**config.mk**
```make
export PLATFORM = sky130hd
export DESIGN_NAME = sepcp_core
export DESIGN_NICKNAME = d
export VERILOG_FILES = /design/src/sepcp_pkg.sv /design/src/sepcp_prog_if.sv /design/src/sepcp_core.sv /design/src/sepcp_sync.sv /design/src/sepcp_wtimer.sv
export SDC_FILE = /design/constraint.sdc
export NUM_CORES = 1
export LEC_CHECK = 0
export BUFFER_PORTS_ARGS = -buffer_cell sky130_fd_sc_hd__buf_4
export CORE_MARGIN = 2
export CORE_UTILIZATION = 40
export CTS_BUF_LIST = sky130_fd_sc_hd__clkbuf_8
export CTS_CLUSTER_SIZE = 8
export DETAILED_ROUTE_END_ITERATION = 8
export GPL_TIMING_DRIVEN = 0
export HOLD_SLACK_MARGIN = 0.12
export PLACE_DENSITY = 0.6
export SLEW_MARGIN = 20
export SYNTH_ARGS = -nofsm -noshare
export SYNTH_HDL_FRONTEND = slang
export SYNTH_HIERARCHICAL = 1
export SYNTH_SLANG_ARGS = --single-unit
```
**constraint.sdc**
```tcl
create_clock -name mclk -period 5.2 [get_ports mclk]
set_input_delay 0.52 -clock mclk [delete_from_list [all_inputs] [get_ports mclk]]
set_output_delay 0.52 -clock mclk [all_outputs]
set_load 0.05 [all_outputs]
```
**src/sepcp_pkg.sv**
```systemverilog
// Purpose: Shared constants and types for the SPI EEPROM command and protect block
// Assumes: 20 MHz mclk
// Notes: Status layout is protect-enable, three zero bits, two block bits, latch, busy
package sepcp_pkg;
  localparam logic [7:0] OPC_SET_LATCH = 8'h06;
  localparam logic [7:0] OPC_CLR_LATCH = 8'h04;
  localparam logic [7:0] OPC_RD_STATUS = 8'h05;
  localparam logic [7:0] OPC_WR_STATUS = 8'h01;
  localparam logic [7:0] OPC_RD_MEM = 8'h03;
  localparam logic [7:0] OPC_WR_MEM = 8'h02;
  localparam int ST_BUSY_BIT = 0;
  localparam int ST_LATCH_BIT = 1;
  localparam int ST_BP_LOW_BIT = 2;
  localparam int ST_BP_HIGH_BIT = 3;
  localparam int ST_HWP_BIT = 7;
  localparam logic [1:0] BP_RST = 2'h0;
  localparam logic HWP_EN_RST = 1'b0;
  localparam int ADDR_W = 15;
  localparam int PAGE_W = 6;
  localparam int WRITE_TIME_US = 10000;
  localparam int CLK_KHZ = 20000;
  localparam int WRITE_CYCLES = WRITE_TIME_US * CLK_KHZ / 1000;
  localparam int MIN_WRITE_CYCLES = (1 << PAGE_W) + 2;

  typedef enum logic [3:0] {
    S_IDLE, S_OPC, S_ADDR_HI, S_ADDR_LO, S_RDATA, S_RSTAT, S_WDATA, S_WSTAT, S_WAITCS, S_IGNORE
  } sepcp_state_t;

  function automatic logic sepcp_is_prot(input logic [1:0] bp, input logic [ADDR_W-1:0] a);
    logic hit;
    hit = 1'b0;
    unique case (bp)
      2'h0: hit = 1'b0;
      2'h1: hit = (a[ADDR_W-1:ADDR_W-2] == 2'h3);
      2'h2: hit = a[ADDR_W-1];
      2'h3: hit = 1'b1;
    endcase
    return hit;
  endfunction
endpackage

```
**src/sepcp_prog_if.sv**
```systemverilog
// Purpose: Start and busy pair between command core and write timer
// Assumes: Both ends on mclk
// Notes: Start is a one-cycle pulse
`timescale 1ns/1ps
interface sepcp_prog_if;
  logic start;
  logic busy;
  modport core (output start, input busy);
  modport timer (input start, output busy);
endinterface

```
**src/sepcp_core.sv**
```systemverilog
// Purpose: Command decode, write latch, status and page programming of an SPI EEPROM slave
// Assumes: Array outside, read combinationally from mem_addr; sck far slower than mclk
// Notes: SPI modes 0 and 3; hold pause not supported
`timescale 1ns/1ps
module sepcp_core
  import sepcp_pkg::*;
#(
  parameter int WCYC = WRITE_CYCLES
) (
  // Clock and reset
  input wire logic mclk,
  input wire logic rst_n,
  // SPI pins
  input wire logic cs_n,
  input wire logic sck,
  input wire logic si,
  input wire logic wp_n,
  output logic so,
  output logic so_oe_n,
  // Array port
  output logic [ADDR_W-1:0] mem_addr,
  output logic [7:0] mem_wdata,
  output logic mem_we,
  input wire logic [7:0] mem_rdata,
  // Status view
  output logic [7:0] status_protect_reg
);
  localparam int NPG = 1 << PAGE_W;

  if (WCYC < MIN_WRITE_CYCLES) begin : g_bad_wcyc
    $error("WCYC too short to sweep a page");
  end

  typedef struct packed {
    sepcp_state_t state;
    logic [2:0] bitcnt;
    logic [7:0] in_sr;
    logic [7:0] out_sr;
    logic so;
    logic oe_n;
    logic is_wr;
    logic [ADDR_W-1:0] addr;
    logic [NPG-1:0][7:0] pbuf;
    logic [NPG-1:0] pvalid;
    logic write_latch_flag;
    logic block_protect_high;
    logic block_protect_low;
    logic hw_protect_enable;
    logic [7:0] wsr;
    logic wsr_ok;
    logic pend_set;
    logic pend_clr;
    logic sweep;
    logic [PAGE_W-1:0] idx;
    logic [ADDR_W-1:0] maddr;
    logic [7:0] mwdata;
    logic mwe;
    logic sck_d;
    logic cs_d;
    logic busy_d;
  } sepcp_core_t;

  sepcp_core_t st;
  sepcp_core_t next_st;
  sepcp_prog_if prog ();

  logic cs_s;
  logic sck_s;
  logic si_s;
  logic wp_s;
  logic cs_rise;
  logic cs_fall;
  logic sck_rise;
  logic sck_fall;
  logic hw_prot;
  logic set_ev;
  logic wsr_ev;
  logic page_ev;
  logic prog_done;
  logic [7:0] in_byte;
  logic [7:0] status_val;
  logic [1:0] bp;

  // Every pin, select and clock included, is treated as asynchronous
  sepcp_sync #(.RST_VAL(1'b1)) u_sync_cs (.mclk(mclk), .rst_n(rst_n), .pin(cs_n), .level(cs_s));
  sepcp_sync #(.RST_VAL(1'b0)) u_sync_sck (.mclk(mclk), .rst_n(rst_n), .pin(sck), .level(sck_s));
  sepcp_sync #(.RST_VAL(1'b0)) u_sync_si (.mclk(mclk), .rst_n(rst_n), .pin(si), .level(si_s));
  sepcp_sync #(.RST_VAL(1'b1)) u_sync_wp (.mclk(mclk), .rst_n(rst_n), .pin(wp_n), .level(wp_s));

  sepcp_wtimer #(.WCYC(WCYC)) u_wtimer (.mclk(mclk), .rst_n(rst_n), .p(prog.timer));

  assign cs_rise = cs_s & ~st.cs_d;
  assign cs_fall = ~cs_s & st.cs_d;
  assign sck_rise = sck_s & ~st.sck_d & ~cs_s;
  assign sck_fall = ~sck_s & st.sck_d & ~cs_s;
  assign in_byte = {st.in_sr[6:0], si_s};
  assign bp = {st.block_protect_high, st.block_protect_low};
  assign hw_prot = st.hw_protect_enable & ~wp_s;
  assign status_val = {st.hw_protect_enable, 3'h0, bp, st.write_latch_flag, prog.busy};
  // A whole number of bytes is required at select rise for page and status writes, which are otherwise dropped; latch commands ignore stray bits
  assign set_ev = cs_rise && st.state == S_WAITCS && st.pend_set;
  assign page_ev = cs_rise && st.state == S_WDATA && st.bitcnt == 3'h0 && (|st.pvalid)
                   && st.write_latch_flag && !prog.busy;
  assign wsr_ev = cs_rise && st.state == S_WSTAT && st.wsr_ok && st.bitcnt == 3'h0
                  && st.write_latch_flag && !hw_prot && !prog.busy;
  assign prog_done = st.busy_d & ~prog.busy;
  assign prog.start = page_ev | wsr_ev;

  always_comb begin
    next_st = st;
    next_st.sck_d = sck_s;
    next_st.cs_d = cs_s;
    next_st.busy_d = prog.busy;
    next_st.mwe = 1'b0;
    // The buffered page is pushed to the array one byte per cycle
    if (st.sweep) begin
      next_st.idx = st.idx + PAGE_W'(1);
      if (st.pvalid[st.idx] && !sepcp_is_prot(bp, {st.addr[ADDR_W-1:PAGE_W], st.idx})) begin
        next_st.mwe = 1'b1;
        next_st.maddr = {st.addr[ADDR_W-1:PAGE_W], st.idx};
        next_st.mwdata = st.pbuf[st.idx];
      end
      if (st.idx == PAGE_W'(NPG - 1)) begin
        next_st.sweep = 1'b0;
      end
    end else begin
      next_st.maddr = st.addr;
    end
    if (prog_done) begin
      next_st.write_latch_flag = 1'b0;
    end
    if (cs_rise) begin
      if (set_ev) begin
        next_st.write_latch_flag = 1'b1;
      end
      if (st.state == S_WAITCS && st.pend_clr) begin
        next_st.write_latch_flag = 1'b0;
      end
      if (page_ev) begin
        next_st.sweep = 1'b1;
        next_st.idx = '0;
      end
      if (wsr_ev) begin
        next_st.block_protect_low = st.wsr[ST_BP_LOW_BIT];
        next_st.block_protect_high = st.wsr[ST_BP_HIGH_BIT];
        next_st.hw_protect_enable = st.wsr[ST_HWP_BIT];
      end
      next_st.state = S_IDLE;
      next_st.pend_set = 1'b0;
      next_st.pend_clr = 1'b0;
    end else if (cs_fall) begin
      next_st.state = S_OPC;
      next_st.bitcnt = '0;
    end else if (sck_rise && st.state != S_IGNORE && st.state != S_IDLE) begin
      next_st.in_sr = in_byte;
      next_st.bitcnt = st.bitcnt + 3'h1;
      if (st.bitcnt == 3'h7) begin
        unique case (st.state)
          S_OPC: begin
            if (prog.busy && in_byte != OPC_RD_STATUS) begin
              next_st.state = S_IGNORE;
            end else begin
              unique case (in_byte)
                OPC_SET_LATCH: begin
                  next_st.state = S_WAITCS;
                  next_st.pend_set = 1'b1;
                end
                OPC_CLR_LATCH: begin
                  next_st.state = S_WAITCS;
                  next_st.pend_clr = 1'b1;
                end
                OPC_RD_STATUS: next_st.state = S_RSTAT;
                OPC_WR_STATUS: begin
                  next_st.state = S_WSTAT;
                  next_st.wsr_ok = 1'b0;
                end
                OPC_RD_MEM: begin
                  next_st.state = S_ADDR_HI;
                  next_st.is_wr = 1'b0;
                end
                OPC_WR_MEM: begin
                  next_st.state = S_ADDR_HI;
                  next_st.is_wr = 1'b1;
                  next_st.pvalid = '0;
                end
                default: next_st.state = S_IGNORE;
              endcase
            end
          end
          S_ADDR_HI: begin
            next_st.addr[ADDR_W-1:8] = in_byte[ADDR_W-9:0];
            next_st.state = S_ADDR_LO;
          end
          S_ADDR_LO: begin
            next_st.addr[7:0] = in_byte;
            next_st.state = st.is_wr ? S_WDATA : S_RDATA;
          end
          S_RDATA: next_st.addr = st.addr + ADDR_W'(1);
          S_WDATA: begin
            next_st.pbuf[st.addr[PAGE_W-1:0]] = in_byte;
            next_st.pvalid[st.addr[PAGE_W-1:0]] = 1'b1;
            next_st.addr[PAGE_W-1:0] = st.addr[PAGE_W-1:0] + PAGE_W'(1);
          end
          S_WSTAT: begin
            next_st.wsr = in_byte;
            next_st.wsr_ok = 1'b1;
          end
          S_RSTAT, S_WAITCS, S_IGNORE, S_IDLE: begin
          end
        endcase
      end
    end else if (sck_fall && (st.state == S_RDATA || st.state == S_RSTAT)) begin
      if (st.bitcnt == 3'h0) begin
        // Status is re-sampled at every byte so busy can be polled in one frame
        next_st.out_sr = (st.state == S_RSTAT) ? status_val : mem_rdata;
        next_st.so = next_st.out_sr[7];
        next_st.out_sr = {next_st.out_sr[6:0], 1'b0};
      end else begin
        next_st.so = st.out_sr[7];
        next_st.out_sr = {st.out_sr[6:0], 1'b0};
      end
    end
    next_st.oe_n = !(next_st.state == S_RDATA || next_st.state == S_RSTAT);
  end

  always_ff @(posedge mclk or negedge rst_n) begin
    if (!rst_n) begin
      st <= '0;
      st.state <= S_IDLE;
      st.oe_n <= 1'b1;
      st.cs_d <= 1'b1;
      st.write_latch_flag <= 1'b0;
      st.block_protect_low <= BP_RST[0];
      st.block_protect_high <= BP_RST[1];
      st.hw_protect_enable <= HWP_EN_RST;
    end else begin
      st <= next_st;
    end
  end

  assign so = st.so;
  assign so_oe_n = st.oe_n;
  assign mem_addr = st.maddr;
  assign mem_wdata = st.mwdata;
  assign mem_we = st.mwe;
  assign status_protect_reg = status_val;

  chk_latch_cause: assert property (@(posedge mclk) disable iff (!rst_n)
    $rose(st.write_latch_flag) |-> $past(set_ev))
    else $error("write latch set without set-latch frame");
  chk_latch_clear: assert property (@(posedge mclk) disable iff (!rst_n)
    $fell(prog.busy) |=> !st.write_latch_flag)
    else $error("write latch survived write cycle");
  chk_start_latch: assert property (@(posedge mclk) disable iff (!rst_n)
    prog.start |-> st.write_latch_flag)
    else $error("write started with latch clear");
  chk_we_protect: assert property (@(posedge mclk) disable iff (!rst_n)
    mem_we |-> (!sepcp_is_prot(bp, mem_addr) && prog.busy))
    else $error("protected or idle array write");
  chk_busy_ignore: assert property (@(posedge mclk) disable iff (!rst_n)
    (prog.busy && sck_rise && st.state == S_OPC && st.bitcnt == 3'h7 && in_byte != OPC_RD_STATUS)
    |=> st.state == S_IGNORE)
    else $error("command obeyed while busy");
  chk_status_bits: assert property (@(posedge mclk) disable iff (!rst_n)
    $changed({st.hw_protect_enable, bp}) |-> $past(wsr_ev))
    else $error("status bits changed without status write");
  chk_float_idle: assert property (@(posedge mclk) disable iff (!rst_n)
    (st.state == S_IGNORE || st.state == S_IDLE) |-> so_oe_n)
    else $error("output driven outside a read");
  chk_read_step: assert property (@(posedge mclk) disable iff (!rst_n)
    (sck_rise && st.state == S_RDATA && st.bitcnt == 3'h7) |=> st.addr == ADDR_W'($past(st.addr) + 1))
    else $error("read address did not step");
  chk_page_fixed: assert property (@(posedge mclk) disable iff (!rst_n)
    (sck_rise && st.state == S_WDATA && st.bitcnt == 3'h7)
    |=> st.addr[ADDR_W-1:PAGE_W] == $past(st.addr[ADDR_W-1:PAGE_W]))
    else $error("page write left its page");
  // Checked on the stored bits, since the pin may lift protection in the very next cycle
  chk_hw_lock: assert property (@(posedge mclk) disable iff (!rst_n)
    hw_prot |=> $stable({st.hw_protect_enable, bp}))
    else $error("status write under hardware protect");
endmodule // sepcp_core

```
**src/sepcp_sync.sv**
```systemverilog
// Purpose: Three-flop pin synchroniser with agreement filter
// Assumes: Pin is asynchronous to mclk
// Notes: Level changes only when the second and third stages agree
`timescale 1ns/1ps
module sepcp_sync #(
  parameter logic RST_VAL = 1'b0
) (
  // Clock and reset
  input wire logic mclk,
  input wire logic rst_n,
  // Pin and result
  input wire logic pin,
  output logic level
);
  typedef struct packed {
    logic s1;
    logic s2;
    logic s3;
    logic lvl;
  } sepcp_sync_t;
  sepcp_sync_t st;
  sepcp_sync_t next_st;

  always_comb begin
    next_st = st;
    next_st.s1 = pin;
    next_st.s2 = st.s1;
    next_st.s3 = st.s2;
    if (st.s2 == st.s3) begin
      next_st.lvl = st.s3;
    end
  end

  always_ff @(posedge mclk or negedge rst_n) begin
    if (!rst_n) begin
      st <= {4{RST_VAL}};
    end else begin
      st <= next_st;
    end
  end

  assign level = st.lvl;
endmodule // sepcp_sync

```
**src/sepcp_wtimer.sv**
```systemverilog
// Purpose: Self-timed write cycle duration
// Assumes: Start is ignored while busy
// Notes: Shorten WRITE_CYCLES in simulation
`timescale 1ns/1ps
module sepcp_wtimer
  import sepcp_pkg::*;
#(
  parameter int WCYC = WRITE_CYCLES
) (
  // Clock and reset
  input wire logic mclk,
  input wire logic rst_n,
  // Core side
  sepcp_prog_if.timer p
);
  localparam int CW = $clog2(WCYC + 1);
  typedef struct packed {
    logic [CW-1:0] cnt;
  } sepcp_tmr_t;
  sepcp_tmr_t st;
  sepcp_tmr_t next_st;

  always_comb begin
    next_st = st;
    if (p.start && st.cnt == '0) begin
      next_st.cnt = CW'(WCYC);
    end else if (st.cnt != '0) begin
      next_st.cnt = st.cnt - CW'(1);
    end
  end

  always_ff @(posedge mclk or negedge rst_n) begin
    if (!rst_n) begin
      st <= '0;
    end else begin
      st <= next_st;
    end
  end

  assign p.busy = (st.cnt != '0);

  chk_busy_hold: assert property (@(posedge mclk) disable iff (!rst_n)
    $rose(p.busy) |-> p.busy [*8])
    else $error("busy dropped early");
  chk_busy_start: assert property (@(posedge mclk) disable iff (!rst_n)
    (p.start && !p.busy) |=> p.busy)
    else $error("start did not raise busy");
endmodule // sepcp_wtimer

```
==> impl_metrics.yaml, run 1 <==
outcome:
  status: "finished clean"
logic_synthesis:
  yosysWarnings: 6
  synth_edf_count: 0
  synth_top_cell_by_area: "dfrtp_1"
  synth_cells: 2294
  ys.flop_type: "dfrtp_1"
  synth_area_leaders: "dfrtp_1, mux2_1, mux4_2"
  yosysTopAreaCellShare_pct: 52.3
  seq_area_frac_synth_pct: 53.1
  synth_top_family_by_area: "multiplexers"
  synth_xor_area_share_pct: 0.321
  synth_area_mm2: 0.0327
  synth_common_cells: "dfrtp_1, mux2_1, mux4_2"
  ys_types: 90
  avgSynthCellArea_um2: 14.3
  synth_compound_area_share_pct: 4.49
  yosysMostFrequentCell: "dfrtp_1"
  synthMuxAreaShare_pct: 31.0
  yosys.area_share.simple_pct: 7.54
  synth_adder_area_share_pct: 0.444
  async_flop_share_pct: 100
  ys_ff_latch: 693
global_routing:
  grt.overflow.total: 0
  antenna_found_initial: 2
  gr-usage-all-layers_pct: 21.5
  grt_pass1_vias: 21800
  grt_max_degree: 109
  grt_pass1_wl_um: 138000
final_layout:
  largest_reg_flops: 622
  largest-register: "st"
  finalNetCount: 2494
  fin_area_mm2: 0.0371
  syn_to_final_growth_pct: 13.5
  fin_util_pct: 46.0
  drive_gt1_share_pct: 25.3
  final_cells: 3627
  fillCellCount: 7151
min_path:
  min_path_type: "input port to flop"
clock_tree:
  clk_latency_ns: 0.76
  clock_path_buffers: 3
  cts.sinks: 693
  cts.htree.levels: 3
  clkSlewWorstSetupHoldPaths_ns: 0.06
  cts_tree: "built"
  root_buffer: "clkbuf_8"
  cts_made_buffers: 115
power:
  powerDensity_mw_per_mm2: 299
  leakage_nw: 17.7
  ir_worst_vdd_uv: 197
  power_mw: 11.1
timing:
  grt_setup_unrepaired: "false"
  fin_crit_sh_pct: 88.8
  hold_violations: 0
  tns_ns: 0
  relSlewSlack_pct: 22.4
  fmax_mhz: 217
  fin_skew_ns: 0.0473
  setup_ws_ns: 0.582
  holdWs_ns: 0.218
  slew_violations: 0
  worst_pin_slew_ns: 1.16
  setup_viol: 0
  finalCriticalPeriod_ns: 4.62
place:
  dp.cells: 3408
  io_buffers: 44
  place_ws_ns: 0.594
  place_area_mm2: 0.0347
  place.gp.congestion: 0.884
  dp_hpwl_um: 62400
worst_setup_path:
  crit_path_end_kind: "flop"
  worstSetupPathType: "flop to flop"
  critPathLaunchType: "flop"
  worstPathMaxFanout: 8
  cp.arrival_ns: 5.26
  crit_required_ns: 5.84
floorplan:
  die_area_mm2: 0.0841
  coreArea_mm2: 0.0808
  die-width_um: 290
  die_y_um: 290
  core.rowCount: 104
  pin_count: 48
  start_util_pct: 40.5
drt:
  first_pass_iters: 5
  wl_um: 89400
  drc: 0
  via_per_inst: 5.69
  wl_per_cell_um: 24.7
  routed-via-count: 20600
  antenna_left: 0
  drtIter0Drc: 1550
run:
  drv_cap: 0
## path summary, 6_finish.rpt
kind	start	to	slack, ns	cells after the start
min in group asynchronous	rst_n	st[586]	0.31	2
hold / removal	mem_rdata[5]	st[649]	0.22	4
hold reg to reg	u_sync_sck/next_st[2]	u_sync_sck/next_st[1]	0.33	0
setup / recovery	u_wtimer/st[0]	u_wtimer/st[17]	0.58	13
setup reg to reg	u_wtimer/st[0]	u_wtimer/st[17]	0.58	13
max in group asynchronous	rst_n	st[159]	3.11	5
## kinds of logic after synthesis
| group | Yosys count |
|---|---|
| muxes | 727 |
| DFF | 693 |
| and+or+nand+nor | 404 |
| AOI/OAI and AO/OA | 237 |
| buffers and inverters | 208 |
| adders and majority gates | 12 |
| xor gates and xnor gates | 12 |
| other | 1 |
## per-layer routing
metal  part of all wire, %  wire, um  track usage [%]  vias to the layer above
li1                      -         -                -                     8853
met1                    44     39700             29.6                    11100
met2                    48     42600             34.8                      557
met3                   4.7      4240             3.74                      173
met4                   3.2      2820             6.90                        0
met5                     0         0                0                        -
## worst max-delay path, cell delays in order, from the launching register on
cell,delay [ns]
dfrtp_1,0.41
inv_1,0.07
ha_1,0.23
or4b_4,0.55
or4_4,0.51
nor3_4,0.32
inv_2,0.17
inv_1,0.26
nand4_1,0.19
nor3b_2,0.68
or2_2,0.30
a21oi_1,0.07
or4_2,0.55
o31ai_1,0.22
## timing repair
item / CTS / global route
setup endpoints to repair: 0 / 0
hold endpoints to repair: 63 / 0
hold buffers: 6 / 0
gates resized for setup: 0 / 0
setup buffers: 0 / 0
## final cells by class
class	instances	area [um^2]	area share (%)
tap	1060	1330	3.57
buffer	189	967	2.60
timing repair buffer	59	633	1.70
clock buffer	155	2130	5.74
multi-input combinational	1395	14400	38.7
clock inverter	55	262	0.704
inverter	19	71.3	0.192
sequential	693	17400	46.7
antenna	2	5.00	0.0135
## where the power goes
| part | total (mW) | switching (mW) | leakage, nW | internal, mW |
|---|---|---|---|---|
| logic | 0.758 | 0.601 | 6.77 | 0.158 |
| registers | 5.46 | 0.0295 | 9.58 | 5.43 |
| clock network | 4.90 | 2.25 | 1.39 | 2.65 |
| total | 11.1 | 2.88 | 17.7 | 8.23 |
## layout by cell type (no fill, tap or decap), types with 27 or more instances in the layout
master	count
mux2_1	479
mux4_2	171
nor2_1	113
inv_1	60
mux2_2	60
nor2_4	45
o21ai_0	45
buf_1	27
a21oi_1	100
clkbuf_8	155
buf_4	82
clkbuf_1	89
dfrtp_1	683
nand2_1	60
Power figures use the tool's default switching activity.
==> inputs of run 2 (changes only) <==
Settings changed: PLACE_DENSITY 0.6 to 0.62.
Clock period 5.2 ns to 4.17 ns, I/O delays scaled along.
==> impl_metrics.yaml, run 2 (same netlist as run 1, synthesis figures left out) <==
power:
  powerDensity_mw_per_mm2: 373
  leakage_nw: 17.8
  power_mw: 13.9
  ir_worst_vdd_uv: 281
timing:
  fin_skew_ns: 0.0353
  setup_viol: 0
  fin_crit_sh_pct: 98.2
  worst_pin_slew_ns: 1.10
  relSlewSlack_pct: 26.8
  grt_setup_unrepaired: "false"
  slew_violations: 0
  setup_ws_ns: 0.0735
  hold_violations: 0
  tns_ns: 0
  finalCriticalPeriod_ns: 4.10
  fmax_mhz: 244
  holdWs_ns: 0.274
place:
  place_ws_ns: -0.363
  dp.cells: 3407
  place.gp.congestion: 0.859
  io_buffers: 44
  dp_hpwl_um: 62300
global_routing:
  gr-usage-all-layers_pct: 21.4
  use_met3_pct: 4.32
  use_met2_pct: 33.8
  grt_pass1_wl_um: 139000
  grt.overflow.total: 0
  top_usage_layer: "met2"
  use_met1_pct: 29.3
  grt_max_degree: 103
  antenna_found_initial: 2
  grt_pass1_vias: 22400
final_layout:
  syn_to_final_growth_pct: 13.9
  fillCellCount: 7087
  antennaDiodeCount: 0
  largest-register: "st"
  final_cell_mix: "dfrtp_1, mux2_1, mux4_2"
  final_cells: 3639
  finalNetCount: 2505
  drive_gt1_share_pct: 25.7
  final_common_cell: "dfrtp_1"
  largest_reg_flops: 622
clock_tree:
  clk_latency_ns: 0.74
  cts_tree: "built"
  clock_path_buffers: 3
  root_buffer: "clkbuf_8"
  cts_made_buffers: 116
  cts.sinks: 693
  clkSlewWorstSetupHoldPaths_ns: 0.06
  cts.htree.levels: 3
drt:
  wl_per_cell_um: 24.6
  drc: 0
  drtIter0Drc: 1526
  first_pass_iters: 5
  wl_um: 89400
  routed-via-count: 21000
  via_per_inst: 5.76
  antenna_left: 0
floorplan:
  pin_count: 48
  die_area_mm2: 0.0841
  die-width_um: 290
  die_y_um: 290
  start_util_pct: 40.5
  core.rowCount: 104
  coreArea_mm2: 0.0808
worst_setup_path:
  r2r-start: "st[28]"
  worst_r2r_path_depth: 8
  crit_required_ns: 4.79
  reg2reg_to: "mem_wdata[2]"
  worstPathMaxFanout: 19
  cp.arrival_ns: 4.72
  crit_path_end_kind: "flop"
  worstSetupPathType: "flop to flop"
  critPathLaunchType: "flop"
  r2r_setup_slack_ns: 0.07
min_path:
  min_path_type: "input port to async pin"
outcome:
  status: "finished clean"
run:
  drv_cap: 0
==> run 2: area by class of cell <==
cell class	instances	area, um^2	share of cell area [%]
inverter	19	76.3	0.205
clock inverter	63	323	0.867
sequential	693	17400	46.6
buffer	188	963	2.59
clock buffer	151	2080	5.58
multi-input combinational	1395	14400	38.7
tap	1060	1330	3.56
timing repair buffer	70	706	1.89
==> run 2: worst max-delay path by stage <==
stage                   start  cells after the start              end  slack [ns]
2_1_floorplan  u_wtimer/st[0]                     13  u_wtimer/st[17]        0.21
3_3_place_gp            rst_n                      1          st[147]       -4.61
3_5_place_dp   u_wtimer/st[0]                     13  u_wtimer/st[17]       -0.36
4_1_cts        u_wtimer/st[0]                     13  u_wtimer/st[17]        0.02
5_1_grt        u_wtimer/st[0]                     13  u_wtimer/st[17]       0.009
6_report               st[28]                      8     mem_wdata[2]        0.07
==> run 2: per-stage QoR <==
step	util, %	area (um^2)
final	46.1	37200
after global placement	42.5	34400
after CTS	46.0	37200
after detailed placement	42.9	34600
after global routing	46.1	37200
after floorplan	-	32700
==> run 2: repair_timing <==
item,in CTS,in global routing
endpoints found under the setup margin,1,2
gates resized for setup,4,4
hold buffers,13,0
pin swaps,2,3
setup buffers,1,5
endpoints found under the hold margin,88,0
==> run 2: worst max-delay path: stages (launching register included) <==
cell      delay (ns)
dfrtp_1         0.37
buf_2           0.54
buf_2           0.48
clkbuf_1        0.69
mux4_2          0.45
mux4_2          0.58
a22oi_1         0.39
nand2_1         0.18
mux2_4          0.28
==> run 2: metal layers <==
metal,share of wire [%],up-vias
li1,-,8886
met1,43,11200
met4,3.7,2
met5,0.0089,-
met2,47,674
met3,6.1,194
==> run 2: power by group <==
| group | switching [mW] | internal (mW) | total, mW |
|---|---|---|---|
| combinational | 0.752 | 0.198 | 0.950 |
| sequential | 0.0365 | 6.77 | 6.80 |
| clock | 2.83 | 3.31 | 6.13 |
==> inputs of run 3 (changes only) <==
Settings changed: CORE_UTILIZATION 40 to 25, PLACE_DENSITY 0.62 to 0.45.
==> impl_metrics.yaml, run 3 (same netlist as run 1, synthesis figures left out) <==
run:
  drv_cap: 0
final_layout:
  final_cell_mix: "dfrtp_1, mux2_1, clkbuf_8"
  largest-register: "st"
  final_common_cell: "dfrtp_1"
  finalNetCount: 2527
  syn_to_final_growth_pct: 17.7
  final_cells: 4359
  largest_reg_flops: 622
  fin_util_pct: 29.7
  drive_gt1_share_pct: 26.7
clock_tree:
  clkSlewWorstSetupHoldPaths_ns: 0.06
  clk_latency_ns: 0.84
  cts.sinks: 693
  cts_made_buffers: 136
  clock_path_buffers: 3
  cts_tree: "built"
  cts.htree.levels: 4
  root_buffer: "clkbuf_8"
timing:
  fin_crit_sh_pct: 96.8
  finalCriticalPeriod_ns: 4.04
  slew_violations: 0
  setup_viol: 0
  setup_ws_ns: 0.133
  hold_violations: 0
  worst_pin_slew_ns: 1.12
  fin_skew_ns: 0.0542
  holdWs_ns: 0.236
  relSlewSlack_pct: 25.1
  grt_setup_unrepaired: "false"
  fmax_mhz: 248
power:
  power_frac_clock_pct: 47.0
  powerDensity_mw_per_mm2: 382
  seqPwrFrac_pct: 46.3
  leakage_nw: 18.1
  p_int_mw: 10.8
  power_mw: 14.7
  p_sw_share_pct: 26.6
  comb_power_share_pct: 6.7
  ir_worst_vdd_uv: 310
  p_switching_mw: 3.92
global_routing:
  grt_pass1_wl_um: 151000
  grt_pass1_vias: 22500
  grt.overflow.total: 0
  gr-usage-all-layers_pct: 15.0
  antenna_found_initial: 4
  grt_max_degree: 105
worst_setup_path:
  r2r_setup_slack_ns: 0.13
  crit_buf_inv: 3
  worstPathMaxFanout: 11
  r2r-start: "st[28]"
  cp.arrival_ns: 4.74
  cp_top_family: "buffers and inverters"
  cpPeakStageDelay_ns: 0.69
  cp_common_cell: "mux4_2"
  critPathLaunch: "st[28]"
  crit_path_end_kind: "flop"
  critPathSlowestCell: "clkbuf_1"
  critPathLaunchType: "flop"
  crit_required_ns: 4.87
  crit_chain: "buf_2 -> clkbuf_2 -> clkbuf_1 -> mux4_2 -> mux4_2 -> a22oi_1 -> nand2_1 -> mux2_4"
  worstSetupPathType: "flop to flop"
drt:
  first_pass_iters: 5
  routed-via-count: 20800
  via_per_inst: 4.77
  wl_per_cell_um: 22.9
  drc: 0
  wl_um: 99900
  drtIter0Drc: 1325
  antenna_left: 0
floorplan:
  core.rowCount: 132
  die_area_mm2: 0.134
  pin_count: 48
  coreArea_mm2: 0.130
  start_util_pct: 25.2
  die_y_um: 366
  die-width_um: 366
place:
  dp.cells: 4089
  place_ws_ns: -0.472
  io_buffers: 44
  place.gp.congestion: 0.829
  dp_hpwl_um: 69500
min_path:
  min_path_type: "input port to async pin"
outcome:
  status: "finished clean"
==> run 3: metal layers <==
metal / vias to the layer above / part of all wire (%) / track usage, %
li1: 8947 / - / -
met1: 11200 / 44 / 19.8
met2: 509 / 48 / 24.5
met3: 159 / 4.5 / 3.04
met4: 2 / 2.7 / 4.93
met5: - / 0.013 / 0
==> run 3: final timing paths <==
kind,end,cells past startpoint
min in group mclk,u_sync_wp/next_st[2],2
min reg2reg,u_sync_sck/next_st[1],0
max in group asynchronous,st[463],5
max,mem_wdata[5],8
min,u_wtimer/st[5],3
max reg2reg,mem_wdata[5],8
==> run 3: power groups by stage <==
stage | Clock, mW | Sequential, mW | Combinational [mW]
final | 6.91 | 6.81 | 0.988
after global routing | 7.45 | 6.81 | 1.09
after CTS | 7.15 | 6.81 | 1.01
after detailed placement | 0 | 6.92 | 0.991
after global placement | 0 | 6.92 | 0.936
after floorplan | 0 | 6.91 | 0.435
==> run 3: final cells by class <==
class                           instances  area [um^2]
Clock inverter                         72          382
Buffer                                189          981
Tap cell                             1742         2180
Timing Repair Buffer                   71          716
Clock buffer                          174         2390
Inverter                               19         76.3
Multi-Input combinational cell       1395        14400
Fill cell                           13000        91100
Antenna cell                            4         10.0
Sequential cell                       693        17400
==> run 3: tightest hold or removal path, cell delays in order <==
cell           delay (ns)
dlygate4sd3_1        0.56
buf_8                0.14
buf_16               0.35
==> run 3: metrics by stage <==
step	TNS, ns	area, um^2
2_1_floorplan	0	32700
5_1_grt	0	38500
3_5_place_dp	-2.22	35500
6_report	0	38500
4_1_cts	0	38400
3_3_place_gp	-3251.07	35200
==> run 3: what timing repair did <==
action / CTS / global route
setup endpoints to repair: 10 / 5
pin swaps: 3 / 3
buffers inserted: 1 / 5
endpoints found under the hold margin: 214 / 0
hold buffers: 14 / 0
gates resized for setup: 6 / 19
